$ cat src/common/alu_ops_pkg.sv
// Purpose: Shared types and constants for the rotate, subtract, skip and swap datapath.
// Assumes: One 8-bit data memory byte is presented with each request.
// Notes:   Op codes are the sequencer's decoded view, not instruction word encodings.
`default_nettype none

package alu_ops_pkg;

    localparam logic [7:0] WR_RESET      = 8'h00;
    localparam logic [7:0] BYTE_ALL_ONES = 8'hFF;
    localparam logic [7:0] BYTE_ZERO     = 8'h00;
    localparam logic [7:0] BYTE_ONE      = 8'h01;
    localparam int         MSB_POS       = 7;
    localparam int         NIB_MSB_POS   = 3;

    typedef enum logic [4:0] {
        OP_NOP                  = 5'b00000,
        OP_LOAD_WR              = 5'b00001,
        OP_ROT_LEFT             = 5'b00010,
        OP_ROT_LEFT_COPY        = 5'b00011,
        OP_ROT_LEFT_THRU_CARRY  = 5'b00100,
        OP_ROT_LEFT_THRU_CARRY_COPY = 5'b00101,
        OP_ROT_RIGHT            = 5'b00110,
        OP_ROT_RIGHT_COPY       = 5'b00111,
        OP_ROT_RIGHT_VIA_CY     = 5'b01000,
        OP_ROT_RIGHT_VIA_CY_COPY = 5'b01001,
        OP_MINUS_IMM            = 5'b01010,
        OP_MINUS_MEM            = 5'b01011,
        OP_MINUS_TO_MEM         = 5'b01100,
        OP_SUB_WITH_BORROW_IMM  = 5'b01101,
        OP_SUB_WITH_BORROW      = 5'b01110,
        OP_SUB_WITH_BORROW_TO_MEM = 5'b01111,
        OP_DEC_SKIP_ZERO        = 5'b10000,
        OP_DEC_SKIP_ZERO_COPY   = 5'b10001,
        OP_INC_SKIP_ZERO        = 5'b10010,
        OP_INC_SKIP_ZERO_COPY   = 5'b10011,
        OP_SET_BYTE             = 5'b10100,
        OP_SET_BIT              = 5'b10101,
        OP_SKIP_NONZERO         = 5'b10110,
        OP_SKIP_NONZERO_BIT     = 5'b10111,
        OP_NIBBLE_SWAP          = 5'b11000,
        OP_NIBBLE_EXCHANGE_COPY = 5'b11001
    } alu_op_t;

    typedef struct packed {
        logic ov;
        logic z;
        logic ac;
        logic c;
        logic sc;
        logic cz;
    } status_flags_t;

    localparam status_flags_t FLAGS_RESET = '{default: 1'b0};

    typedef struct packed {
        logic       valid;
        alu_op_t    op;
        logic [7:0] mem_data;
        logic [7:0] imm;
        logic [2:0] bit_sel;
    } op_req_t;

    typedef struct packed {
        logic       mem_we;
        logic [7:0] mem_wdata;
        logic       skip;
        logic       dummy;
    } alu_result_t;

endpackage : alu_ops_pkg

`default_nettype wire

$ cat src/hw/alu_rotate_subtract_skip_ops.sv
// Purpose: Execute stage for rotate, subtract, skip, set and swap operations.
// Assumes: The sequencer presents the addressed memory byte with each request.
// Notes:   Working register and status flags live here; results appear one cycle later.
`default_nettype none

module alu_rotate_subtract_skip_ops
    import alu_ops_pkg::*;
(
    input  wire logic          clk,
    input  wire logic          rst,
    input  wire op_req_t       req,
    output logic               ready,
    output alu_result_t        res,
    output logic [7:0]         working_register,
    output status_flags_t      flags
);

    typedef struct packed {
        logic [7:0]    wr;
        status_flags_t fl;
        alu_result_t   res;
    } alu_state_t;

    alu_state_t st;
    alu_state_t next_st;

    logic       taken;
    logic [7:0] d;
    logic [7:0] sub_b;
    logic       sub_cin;
    logic [8:0] sub_sum;
    logic [4:0] sub_lo;
    logic [7:0] adj;
    logic       is_skip;

    // A dummy cycle follows every conditional skip, so no request is taken then.
    assign ready = !st.res.dummy;
    assign taken = req.valid && ready;
    assign res = st.res;
    assign working_register = st.wr;
    assign flags = st.fl;

    always_comb
    begin
        d = req.mem_data;
        is_skip = 1'b0;
        adj = BYTE_ZERO;
        // Subtraction as addition of the complement; carry out means no borrow.
        sub_b = (req.op == OP_MINUS_IMM || req.op == OP_SUB_WITH_BORROW_IMM) ? req.imm : d;
        sub_cin = (req.op == OP_SUB_WITH_BORROW || req.op == OP_SUB_WITH_BORROW_IMM ||
                   req.op == OP_SUB_WITH_BORROW_TO_MEM) ? st.fl.c : 1'b1;
        sub_sum = {1'b0, st.wr} + {1'b0, ~sub_b} + {8'h00, sub_cin};
        sub_lo = {1'b0, st.wr[3:0]} + {1'b0, ~sub_b[3:0]} + {4'h0, sub_cin};
        next_st = st;
        next_st.res.mem_we = 1'b0;
        next_st.res.skip = 1'b0;
        next_st.res.dummy = 1'b0;
        if (taken)
        begin
            case (req.op)
                OP_LOAD_WR:
                    next_st.wr = req.imm;
                OP_ROT_LEFT:
                begin
                    next_st.res.mem_we = 1'b1;
                    next_st.res.mem_wdata = {d[6:0], d[MSB_POS]};
                end
                OP_ROT_LEFT_COPY:
                    next_st.wr = {d[6:0], d[MSB_POS]};
                OP_ROT_LEFT_THRU_CARRY:
                begin
                    next_st.res.mem_we = 1'b1;
                    next_st.res.mem_wdata = {d[6:0], st.fl.c};
                    next_st.fl.c = d[MSB_POS];
                end
                OP_ROT_LEFT_THRU_CARRY_COPY:
                begin
                    next_st.wr = {d[6:0], st.fl.c};
                    next_st.fl.c = d[MSB_POS];
                end
                OP_ROT_RIGHT:
                begin
                    next_st.res.mem_we = 1'b1;
                    next_st.res.mem_wdata = {d[0], d[MSB_POS:1]};
                end
                OP_ROT_RIGHT_COPY:
                    next_st.wr = {d[0], d[MSB_POS:1]};
                OP_ROT_RIGHT_VIA_CY:
                begin
                    next_st.res.mem_we = 1'b1;
                    next_st.res.mem_wdata = {st.fl.c, d[MSB_POS:1]};
                    next_st.fl.c = d[0];
                end
                OP_ROT_RIGHT_VIA_CY_COPY:
                begin
                    next_st.wr = {st.fl.c, d[MSB_POS:1]};
                    next_st.fl.c = d[0];
                end
                OP_MINUS_IMM, OP_MINUS_MEM, OP_MINUS_TO_MEM,
                OP_SUB_WITH_BORROW_IMM, OP_SUB_WITH_BORROW, OP_SUB_WITH_BORROW_TO_MEM:
                begin
                    if (req.op == OP_MINUS_TO_MEM || req.op == OP_SUB_WITH_BORROW_TO_MEM)
                    begin
                        next_st.res.mem_we = 1'b1;
                        next_st.res.mem_wdata = sub_sum[7:0];
                    end
                    else
                    begin
                        next_st.wr = sub_sum[7:0];
                    end
                    next_st.fl.c = sub_sum[8];
                    next_st.fl.ac = sub_lo[4];
                    next_st.fl.z = (sub_sum[7:0] == BYTE_ZERO);
                    next_st.fl.ov = (st.wr[MSB_POS] != sub_b[MSB_POS]) &&
                                    (sub_sum[MSB_POS] != st.wr[MSB_POS]);
                    next_st.fl.sc = next_st.fl.ov ^ sub_sum[MSB_POS];
                    // Borrow forms chain the zero test across bytes of a wider value.
                    next_st.fl.cz = (sub_sum[7:0] == BYTE_ZERO) &&
                                    ((req.op != OP_SUB_WITH_BORROW &&
                                      req.op != OP_SUB_WITH_BORROW_IMM &&
                                      req.op != OP_SUB_WITH_BORROW_TO_MEM) || st.fl.cz);
                end
                OP_DEC_SKIP_ZERO, OP_DEC_SKIP_ZERO_COPY,
                OP_INC_SKIP_ZERO, OP_INC_SKIP_ZERO_COPY:
                begin
                    is_skip = 1'b1;
                    adj = (req.op == OP_DEC_SKIP_ZERO || req.op == OP_DEC_SKIP_ZERO_COPY)
                        ? d - BYTE_ONE : d + BYTE_ONE;
                    if (req.op == OP_DEC_SKIP_ZERO || req.op == OP_INC_SKIP_ZERO)
                    begin
                        next_st.res.mem_we = 1'b1;
                        next_st.res.mem_wdata = adj;
                    end
                    else
                    begin
                        next_st.wr = adj;
                    end
                    next_st.res.skip = (adj == BYTE_ZERO);
                end
                OP_SET_BYTE:
                begin
                    next_st.res.mem_we = 1'b1;
                    next_st.res.mem_wdata = BYTE_ALL_ONES;
                end
                OP_SET_BIT:
                begin
                    next_st.res.mem_we = 1'b1;
                    next_st.res.mem_wdata = d | (BYTE_ONE << req.bit_sel);
                end
                OP_SKIP_NONZERO:
                begin
                    is_skip = 1'b1;
                    next_st.res.skip = (d != BYTE_ZERO);
                end
                OP_SKIP_NONZERO_BIT:
                begin
                    is_skip = 1'b1;
                    next_st.res.skip = d[req.bit_sel];
                end
                OP_NIBBLE_SWAP:
                begin
                    next_st.res.mem_we = 1'b1;
                    next_st.res.mem_wdata = {d[NIB_MSB_POS:0], d[MSB_POS:4]};
                end
                OP_NIBBLE_EXCHANGE_COPY:
                    next_st.wr = {d[NIB_MSB_POS:0], d[MSB_POS:4]};
                default:
                    next_st.wr = st.wr;
            endcase
            next_st.res.dummy = is_skip;
        end
    end

    always_ff @(posedge clk)
    begin
        if (rst)
        begin
            st.wr <= WR_RESET;
            st.fl <= FLAGS_RESET;
            st.res <= '0;
        end
        else
        begin
            st <= next_st;
        end
    end
endmodule : alu_rotate_subtract_skip_ops

`default_nettype wire

$ cat config.mk
export PLATFORM = sky130hd
export DESIGN_NAME = alu_rotate_subtract_skip_ops
export DESIGN_NICKNAME = d
export VERILOG_FILES = /design/src/common/alu_ops_pkg.sv /design/src/hw/alu_rotate_subtract_skip_ops.sv
export SDC_FILE = /design/constraint.sdc
export NUM_CORES = 1
export LEC_CHECK = 0
export ABC_CLOCK_PERIOD_IN_PS = 4000
export BUFFER_PORTS_ARGS = -buffer_cell sky130_fd_sc_hd__buf_2
export CAP_MARGIN = 20
export CORE_ASPECT_RATIO = 1.25
export CORE_MARGIN = 8
export CORE_UTILIZATION = 50
export CTS_CLUSTER_DIAMETER = 50
export DETAILED_ROUTE_END_ITERATION = 6
export PLACE_DENSITY = 0.86
export RECOVER_POWER = 100
export SLEW_MARGIN = 20
export SYNTH_ARGS = -nofsm -noshare
export SYNTH_HDL_FRONTEND = slang
export SYNTH_SLANG_ARGS = --single-unit
$ cat constraint.sdc
create_clock -name clk -period 4 [get_ports clk]
set_input_delay 0.4 -clock clk [delete_from_list [all_inputs] [get_ports clk]]
set_output_delay 0.4 -clock clk [all_outputs]
set_load 0.03 [all_outputs]
=== Word level (Yosys, flattened, before mapping) ===
Index checks and enable logic that the tools add are counted.

* RAM bits: 0
* Register bits after elaboration: 25
* Bits in read-only memories: 0
* Bits in latches: 0
* Memories: 0
* Word-level logic and storage cells: 101
* Input bits: 27

* Div/mod/pow operators: 0
* Reductions and logical operators: 29
* Multiplexer cells: 14
* Bitwise operators: 5
* Order comparisons: 1
* Multiply operators: 0
* Eq/ne operators: 34
* Shifts and indexed selects: 1
* Add/subtract/negate cells: 6

{| class="wikitable"
|+ Operator list
! kind !! number
|-
| $pmux 9 s9 || 1
|-
| $pmux 8 s8 || 1
|-
| $eq 5x5->1 const B || 10
|-
| $eq 5x4->1 const B || 8
|-
| $mux 8 || 4
|-
| $eq 5x3->1 const B || 4
|-
| $mux 9 || 2
|-
| $logic_not 8->1 || 2
|-
| $reduce_bool 8->1 || 2
|-
| $ne 5x4->1 const B || 3
|-
| $reduce_or 6->1 || 2
|-
| $eq 5x2->1 const B || 2
|-
| $add 8x8->9 || 1
|-
| $add 9x1->9 || 1
|-
| $reduce_bool 9->1 || 1
|-
| $add 8x1->8 const B || 1
|-
| $ne 2x2->1 const B || 4
|-
| $not 8->8 || 1
|-
| $or 8x8->8 || 1
|-
| $reduce_and 4->1 || 2
|-
| $shl 1x3->8 const A || 1
|-
| $sub 8x1->8 const B || 1
|-
| $logic_or 1x1->1 || 7
|-
| $pmux 1 s3 || 2
|-
| 16 further kinds || 26
|}

=== Longest topological paths before layout ===
Gate-level depths: netlist (run 1).

* Word-level depth: 9
* Depth in mapped cells: 19

=== Worst setup path before layout (run 1) ===
OpenSTA, ideal clock, no wires.

* Path kind: input -> register
* Start: input port req[21] (netlist name)
* End: register st (netlist bit flags[0])
* Data required time: 3,922 ps
* Slack: -40 ps
* Stages: 17
* Arrival time: 3,962 ps
* Library setup time: 78 ps
* Cell sequence: buf_2 -> clkbuf_1 -> buf_2 -> o21ai_0 -> nand2_1 -> mux2_2 -> fa_1 -> nand2b_1 -> a21oi_1 -> o31ai_1 -> nand2b_1 -> a21o_1 -> fa_1 -> nand4b_1 -> a2111oi_2 -> a32oi_1 -> nor3_1

* Cells in the longest elaborated chain, start to end: 8
* Elaborated cells between the ends (all ways): 24
* Classes of those cells: add/sub: 2; eq/ne: 9; mux: 2; bitwise: 1; reduce/logical: 10

{| class="wikitable"
|+ RTL lines
! what !! line !! RTL
|-
| start: declaration || alu_rotate_subtract_skip_ops.sv:11 || <nowiki>input wire op_req_t req,</nowiki>
|-
| $eq 5x4->1 (on tied branches) || alu_rotate_subtract_skip_ops.sv:49, alu_rotate_subtract_skip_ops.sv:60, alu_rotate_subtract_skip_ops.sv:50 ||
|-
| $logic_or 1x1->1 || alu_rotate_subtract_skip_ops.sv:49 || <nowiki>sub_b = (req.op == OP_MINUS_IMM || req.op == OP_SUB_WITH_BORROW_IMM) ? req.imm : d;</nowiki>
|-
| $mux 8 || alu_rotate_subtract_skip_ops.sv:49 ||
|-
| $not 8->8 || alu_rotate_subtract_skip_ops.sv:52 || <nowiki>sub_sum = {1'b0, st.wr} + {1'b0, ~sub_b} + {8'h00, sub_cin};</nowiki>
|-
| $add 8x8->9 || alu_rotate_subtract_skip_ops.sv:52 ||
|-
| $add 9x1->9 || alu_rotate_subtract_skip_ops.sv:52 ||
|-
| $logic_not 8->1 || alu_rotate_subtract_skip_ops.sv:118 || <nowiki>next_st.fl.cz = (sub_sum[7:0] == BYTE_ZERO) &&</nowiki>
|-
| $logic_and 1x1->1 || alu_rotate_subtract_skip_ops.sv:118 ||
|-
| end signal: assignment || alu_rotate_subtract_skip_ops.sv:184 || <nowiki>st <= next_st;</nowiki>
|-
| end: declaration || alu_rotate_subtract_skip_ops.sv:24 || <nowiki>alu_state_t st;</nowiki>
|}

Parallel ways exist; a longest one is shown, timed or not.
A chain may end at the register's enable or synchronous reset.

=== Worst setup path in the final report (run 1) ===
* Start: input port req[19] (netlist name)
* End: register st (netlist bit flags[0])

The elaborated chain is that of the path after synthesis.

==> results of run 1 <==
==> final timing paths <==
| check | startpoint | to | slack [ps] | depth (start not counted) |
|---|---|---|---|---|
| min reg2reg | res[5] | res[5] | 490 | 2 |
| max | req[19] | flags[0] | 270 | 17 |
| min | req[3] | working_register[0] | 430 | 3 |
| max reg2reg | flags[2] | working_register[6] | 730 | 9 |
==> metrics by stage <==
stage	worst slack, ps	power [mW]	instances	util (%)
2_1_floorplan	41.0	0.555	412	-
3_3_place_gp	225	0.668	533	56.4
3_5_place_dp	10.5	0.675	533	56.4
4_1_cts	278	0.831	537	57.1
5_1_grt	19.8	0.877	538	56.5
6_report	274	0.838	538	56.5
==> routing by layer <==
metal / vias up / wire length, um / global-route usage, %
met5: - / 0 / 0
met4: 0 / 643 / 17.0
met3: 76 / 1070 / 5.85
met2: 256 / 5200 / 41.1
met1: 1658 / 4100 / 27.4
li1: 1650 / - / -
==> cell families (layout without fill, tap and decap cells) <==
family                     count (synthesis)  in the layout
and+or+nand+nor                          151            151
AOI/OAI and AO/OA                        144            144
buffers and inverters                     51             92
DFF                                       25             25
adders and majority gates                 20             20
muxes                                     12             12
xor gates and xnor gates                   9              9
==> sequential cells by signal, summed over array words and instances (netlist names) <==
name / count
working_register: 8
res: 11
flags: 6
==> power by group <==
part | total (mW) | internal (mW) | switching [mW]
Sequential | 0.275 | 0.264 | 0.0114
Clock | 0.157 | 0.0700 | 0.0874
Combinational | 0.406 | 0.142 | 0.263
==> cell type report <==
type | instances | area share, %
inverter | 19 | 2.09
timing repair buffer | 69 | 10.1
tap | 85 | 3.11
sequential | 25 | 14.6
clock inverter | 1 | 0.146
clock buffer | 3 | 1.21
multi-input combinational | 336 | 68.7
==> placed cells by master, fill, tap and decap left out, types with 5 or more instances in the layout <==
cell type	instances
clkbuf_1	28
a31oi_1	8
o311ai_0	7
inv_1	19
xor2_1	5
nand2_1	26
nor2b_1	11
a211oi_1	9
nor3_1	21
mux2i_1	8
nand3_1	6
o21a_1	6
a21o_1	5
buf_2	26
o22ai_1	5
nand2b_1	12
ha_1	14
a32oi_1	6
o32ai_1	6
dfxtp_1	25
a21oi_1	21
buf_4	14
o21ai_0	17
nor2_1	47
==> worst max-delay path, stage by stage <==
cell	delay, ps
buf_2	140
nor2b_1	140
nand2_1	80
o21ai_0	130
nand2_2	160
mux2_2	360
fa_1	420
nand2b_1	180
a21oi_1	210
o31ai_1	110
nand2b_1	90
a21o_1	130
fa_1	490
nand4b_1	260
a2111oi_4	250
a32oi_1	150
nor3_1	220
==> what timing repair did <==
item                                    4_1_cts  5_1_grt
hold buffers                                  0        0
endpoints found under the setup margin        0        1
resized for setup                             0        1
==> summary.md, run 1 <==
| Metric | Value |
|---|---|
| Status | `complete, no violations` |
| Fraction of the mapped netlist area in adder cells | `between 8 and 9%` |
| Simple-Gate Fraction of Synth Area | `between 20 and 30%` |
| FILL cells | `a little under 600` |
| CP endpoint kind | `register` |
| Area Overhead vs Synth | `11.7%` |
| CTS root buf | `clkbuf_8` |
| Avg Cell Area, Syn | `about 7.4 um^2` |
| Layout cells sized above 1 | `14.1%` |
| Drt first-iter violations | `406` |
| CP Launch Type | `input pin` |
| Clock sinks | `25` |
| Slew @ Worst Pin | `1040 ps` |
| Seq cells post-synth | `25` |
| Final worst-path cycle share | `roughly 93%` |
| Critical path class | `input pin to register` |
| CTS Buffer Depth | `2` |
| Ys flop type | `dfxtp_1` |
| Area leader, netlist | `dfxtp_1` |
| Clk_skew | `a little over 8 ps` |
| Post-Syn Instances | `approximately 410` |
| Die width | `~86 um` |
| Yosys top cell area share | `between 10% and 20%` |
| CTS buffer count | `3` |
| HPWL Detailed | `roughly 8500 um` |
| Die area | `8890 um^2` |
| Final Wtd Congestion | `roughly 1.1` |
| Min-Delay Path Class | `input pin to register` |
| Slew headroom | `between 20% and 30%` |
| PD cells | `245 nW/um^2` |
| Largest net degree at the start of global routing | `28` |
| XOR/XNOR share of the synthesized area | `under 10%` |
| Multiplexer share of the synthesized area | `~4.8%` |
| Die height | `103 um` |
| Drt drc | `0` |
| Multi-input gate area | `approximately 2300 um^2` |
| Area after DPL | `approximately 3400 um^2` |
| CP Data Arrival Time | `just under 4000 ps` |
| Fin Hold WS | `about 430 ps` |
| Vias in the first global route | `around 3500` |
| Main combinational cell family by area after synthesis | `compound AO/OA/AOI/OAI gates` |
| Clock slew at reported path FFs | `around 100 ps` |
| Most frequent cells after synthesis | `nor2_1 (47), nand2_1 (27), dfxtp_1 (25)` |
| Post-CTS setup buffers | `0` |
| Antenna Cells | `0` |
| Maximum vdd drop | `~260 uV` |
| Leakage power | `between 1 and 1.5 nW` |
| Setup_tns | `0 ps` |
| Via count | `about 3600` |
| Port Buffer Count | `52` |
| CTS tree | `yes` |
| Synth top area cells | `dfxtp_1 (16%), nor2_1 (5.8%), ha_1 (5.7%), a21oi_1 (3.4%), nor3_1 (3.4%)` |
| Sequential Area | `around 500 um^2` |
| Max-cap violations | `0` |
| Fin crit period | `between 3000 and 4000 ps` |
| Synth Area in Compound Gates | `35.2%` |
| GR Overflow Total | `0` |
| Final Hold Fails | `0` |
| Pre-Repair DR Iteration Count | `6` |
| Row count | `32` |
| Setup violators final | `0` |
| Syn_nets | `between 400 and 500` |
| Final net count | `about 500` |
| Wire length per cell | `20.4 um` |
| Final Cell Area | `approximately 3400 um^2` |
| Routed WL | `roughly 11000 um` |
| DR vias/cell | `just under 7` |
| H-tree levels | `1` |
| Post-route ant nets | `0` |
| Total of warnings raised by yosys | `0` |
| Clk_lat worst skew | `roughly 280 ps` |
| Core Footprint | `6050 um^2` |
| Pins Over Slew Limit | `0` |
| Crit-path max FO | `7` |
| Req. time, crit path | `4210 ps` |
| Max frequency | `approximately 0.27 GHz` |
| RSZ-0062 raised after global routing | `false` |
| Global-route wire length before repair | `between 15000 and 20000 um` |
| Initial antenna violation count | `0` |
| Post-synth ARST share | `0%` |
| # IOs | `53` |
| GRT Util Overall | `about 25%` |
| Most common cell in the netlist | `nor2_1` |
| Mapped cell area | `about 3100 um^2` |
| Initial Util | `between 50% and 60%` |
| EDFF count, synth | `0` |
| Post-synthesis sequential area ratio | `roughly 16%` |
| Count of cell types in the netlist | `76` |
Power figures use the tool's default switching activity.
==> run 2, diff against run 1 <==
Settings changed: ABC_AREA from default to 1.
==> summary.md, run 2 <==
| Metric | Value |
|---|---|
| Status | `complete, no violations` |
| # IOs | `53 (unchanged)` |
| Max frequency | `0.278 GHz (+3.6%)` |
| Min-Delay Path Class | `input pin to register` |
| P_sw | `0.386 mW (+6.7%)` |
| Final worst-path cycle share | `89.9% (-3.2 points)` |
| CP peak stage delay | `560 ps (+70 ps)` |
| Drt drc | `0 (unchanged)` |
| CTS buffer count | `3 (unchanged)` |
| GRT busiest layer | `met2` |
| Drt first-iter violations | `350 (-14%)` |
| Crit-path leading delay family | `compound AO/OA/AOI/OAI gates` |
| RSZ-0062 raised after global routing | `false` |
| Pre-Repair DR Iteration Count | `7 (+1)` |
| Switch share | `46.1% (+2.9 points)` |
| Initial Util | `51.7% (+1.1 points)` |
| CP Data Arrival Time | `3820 ps (-110 ps)` |
| CP Launch Type | `input pin` |
| Seq cells post-synth | `25 (unchanged)` |
| CTS Buffer Depth | `2 (unchanged)` |
| Mapped cell area | `3190 um^2 (+4.3%)` |
| Sequential Power Share | `32.9% (about the same)` |
| Yosys top cell area share | `19.1% (+2.7 points)` |
| Max reg flops | `11 (unchanged)` |
| Crit-path most repeated cell | `nor2_1` |
| Most frequent cells after synthesis | `nand2_1 (162), nor2_1 (78), inv_1 (64)` |
| HPWL Detailed | `9890 um (+17%)` |
| Setup_tns | `0 ps (unchanged)` |
| Post-Syn Instances | `558 (+35%)` |
| Post-CTS Resized | `0 (unchanged)` |
| CP Buf/Inv Count | `4 (+3)` |
| Count of cell types in the netlist | `39 (-49%)` |
| Initial antenna violation count | `0 (unchanged)` |
| Clk_lat worst skew | `280 ps (about the same)` |
| Pins Over Slew Limit | `0 (unchanged)` |
| Synth top area cells | `nand2_1 (19%), dfxtp_1 (16%), nor2_1 (9.2%), nand3_1 (7.7%), inv_1 (7.5%)` |
| M1 GR Usage | `31.1% (+3.7 points)` |
| Final Hold Fails | `0 (unchanged)` |
| Reg with most FFs | `res` |
| Leakage power | `1.71 nW (+29%)` |
| Maximum vdd drop | `203 uV (-21%)` |
| Pint | `0.452 mW (-5.1%)` |
| Post-route ant nets | `0 (unchanged)` |
| Vias in the first global route | `3756 (+7.1%)` |
| Setup violators final | `0 (unchanged)` |
| Clock slew at reported path FFs | `100 ps (about the same)` |
| Most frequent cells in the layout | `nand2_1 (162), nor2_1 (79), inv_1 (64), nand3_1 (49), a21oi_1 (39)` |
| PD cells | `241 nW/um^2 (-1.6%)` |
| Layout cells sized above 1 | `10.6% (-3.5 points)` |
| DR vias/cell | `5.78 (-15%)` |
| Worst path slowest cell | `fa_1` |
| Clk network pwr share | `19.6% (+0.8 points)` |
| Most common cell after layout, fill and taps aside | `nand2_1` |
| Clk_skew | `3.32 ps (-4.82 ps)` |
| M3 GR Usage | `4.04% (-1.8 points)` |
| Die width | `87.5 um (+1.7%)` |
| Total of warnings raised by yosys | `0 (unchanged)` |
| Final Wtd Congestion | `1.03 (-6.1%)` |
| GR Overflow Total | `0 (unchanged)` |
| H-tree levels | `1 (unchanged)` |
| Slew headroom | `58.7% (+29 points)` |
| Req. time, crit path | `4220 ps (about the same)` |
| Routed WL | `12400 um (+12%)` |
| Via count | `3969 (+9.0%)` |
| Antenna Cells | `0 (unchanged)` |
| Final net count | `648 (+30%)` |
| Crit-path max FO | `13 (+6)` |
| Max-cap violations | `0 (unchanged)` |
| EDFF count, synth | `0 (unchanged)` |
| Clock sinks | `25 (unchanged)` |
| Area leader, netlist | `nand2_1` |
| Post-synthesis sequential area ratio | `15.7% (-0.67 points)` |
| Largest net degree at the start of global routing | `17 (-39%)` |
| Die height | `105 um (+1.8%)` |
| Crit-path cells | `buf_2 > inv_6 > nand3_4 > o22ai_2 > buf_4 > nor2_1 > a21oi_1 > ha_1 > a21oi_1 > nand3_1 > a21oi_1 > o21bai_1 > fa_1 > inv_1 > o21ai_0 > nor2_1 > o21ai_0 > nor2_1 > nor2_1` |
| Most common cell in the netlist | `nand2_1` |
| Avg Cell Area, Syn | `5.72 um^2 (-23%)` |
| Post-CTS setup buffers | `0 (unchanged)` |
| Fin Hold WS | `419 ps (-13.8 ps)` |
| Grt met2 use | `44.7% (+3.6 points)` |
| Combinational Power Share | `47.5% (-0.9 points)` |
| Area Overhead vs Synth | `8.82%` |
| Die area | `9210 um^2 (+3.6%)` |
| Port Buffer Count | `52 (unchanged)` |
| CTS Hold Buffers Added | `0 (unchanged)` |
| Core Footprint | `6170 um^2 (+2.0%)` |
| Global-route wire length before repair | `19300 um (+11%)` |
| Wire length per cell | `18.0 um (-12%)` |
| Ys flop type | `dfxtp_1` |
| GRT Util Overall | `26.8% (+2.1 points)` |
| CTS root buf | `clkbuf_8` |
| CTS tree | `yes` |
| Syn_nets | `603 (+32%)` |
| CP endpoint kind | `register` |
| Fin crit period | `3600 ps (-129 ps)` |
| Critical path class | `input pin to register` |
| Post-synth ARST share | `0% (unchanged)` |
| Slew @ Worst Pin | `618 ps (-424 ps)` |
| Row count | `32 (unchanged)` |
[run 2: layout make-up]
type | count | area (um^2)
Fill cell | 689 | 2690
Multi-Input combinational cell | 447 | 2300
Sequential cell | 25 | 500
Inverter | 72 | 278
Timing Repair Buffer | 54 | 243
Tap cell | 85 | 106
Clock buffer | 3 | 41.3
Clock inverter | 1 | 7.51
[run 2: layer usage]
layer,wire length [um],share of wire (%),vias to the layer above
li1,-,-,1903
met1,4900,40,1802
met2,5940,48,217
met3,837,6.8,47
met4,689,5.6,0
met5,0,0,-
[run 2: kinds of logic (layout without fill, tap and decap cells)]
| family | Yosys count | in the layout | share of synthesized area [%] |
|---|---|---|---|
| xor+xnor | 2 | 2 | 0.549 |
| compound gates | 83 | 83 | 14.4 |
| buf+inv | 86 | 130 | 12.1 |
| fa+ha+maj | 18 | 18 | 8.00 |
| simple gates | 344 | 344 | 49.2 |
| flops | 25 | 25 | 15.7 |
[run 2: path summary, 6_finish.rpt]
check                start                  end  slack [ps]  cells past startpoint
hold / removal         rst  working_register[6]         420                      2
setup / recovery   req[23]               res[9]         400                     19
setup reg to reg  flags[2]             flags[0]        1200                     13
hold reg to reg   flags[4]             flags[4]         490                      2
[run 2: through the flow]
step / cell area [um^2] / worst slack [ps] / utilization (%) / total power, mW / std cells
after floorplan: 3190 / 592 / - / 0.562 / 558
after global placement: 3460 / 380 / 56.2 / 0.672 / 683
after detailed placement: 3460 / 221 / 56.2 / 0.676 / 683
after CTS: 3510 / 501 / 57.0 / 0.837 / 687
after global routing: 3470 / 148 / 56.3 / 0.889 / 687
final: 3470 / 403 / 56.3 / 0.838 / 687
[run 2: power groups by stage]
stage / registers [mW] / clock network [mW] / logic, mW
finish: 0.276 / 0.164 / 0.398
global placement: 0.281 / 0 / 0.391
global route: 0.278 / 0.175 / 0.435
floorplan: 0.312 / 0 / 0.250
detailed placement: 0.281 / 0 / 0.395
CTS: 0.275 / 0.165 / 0.396
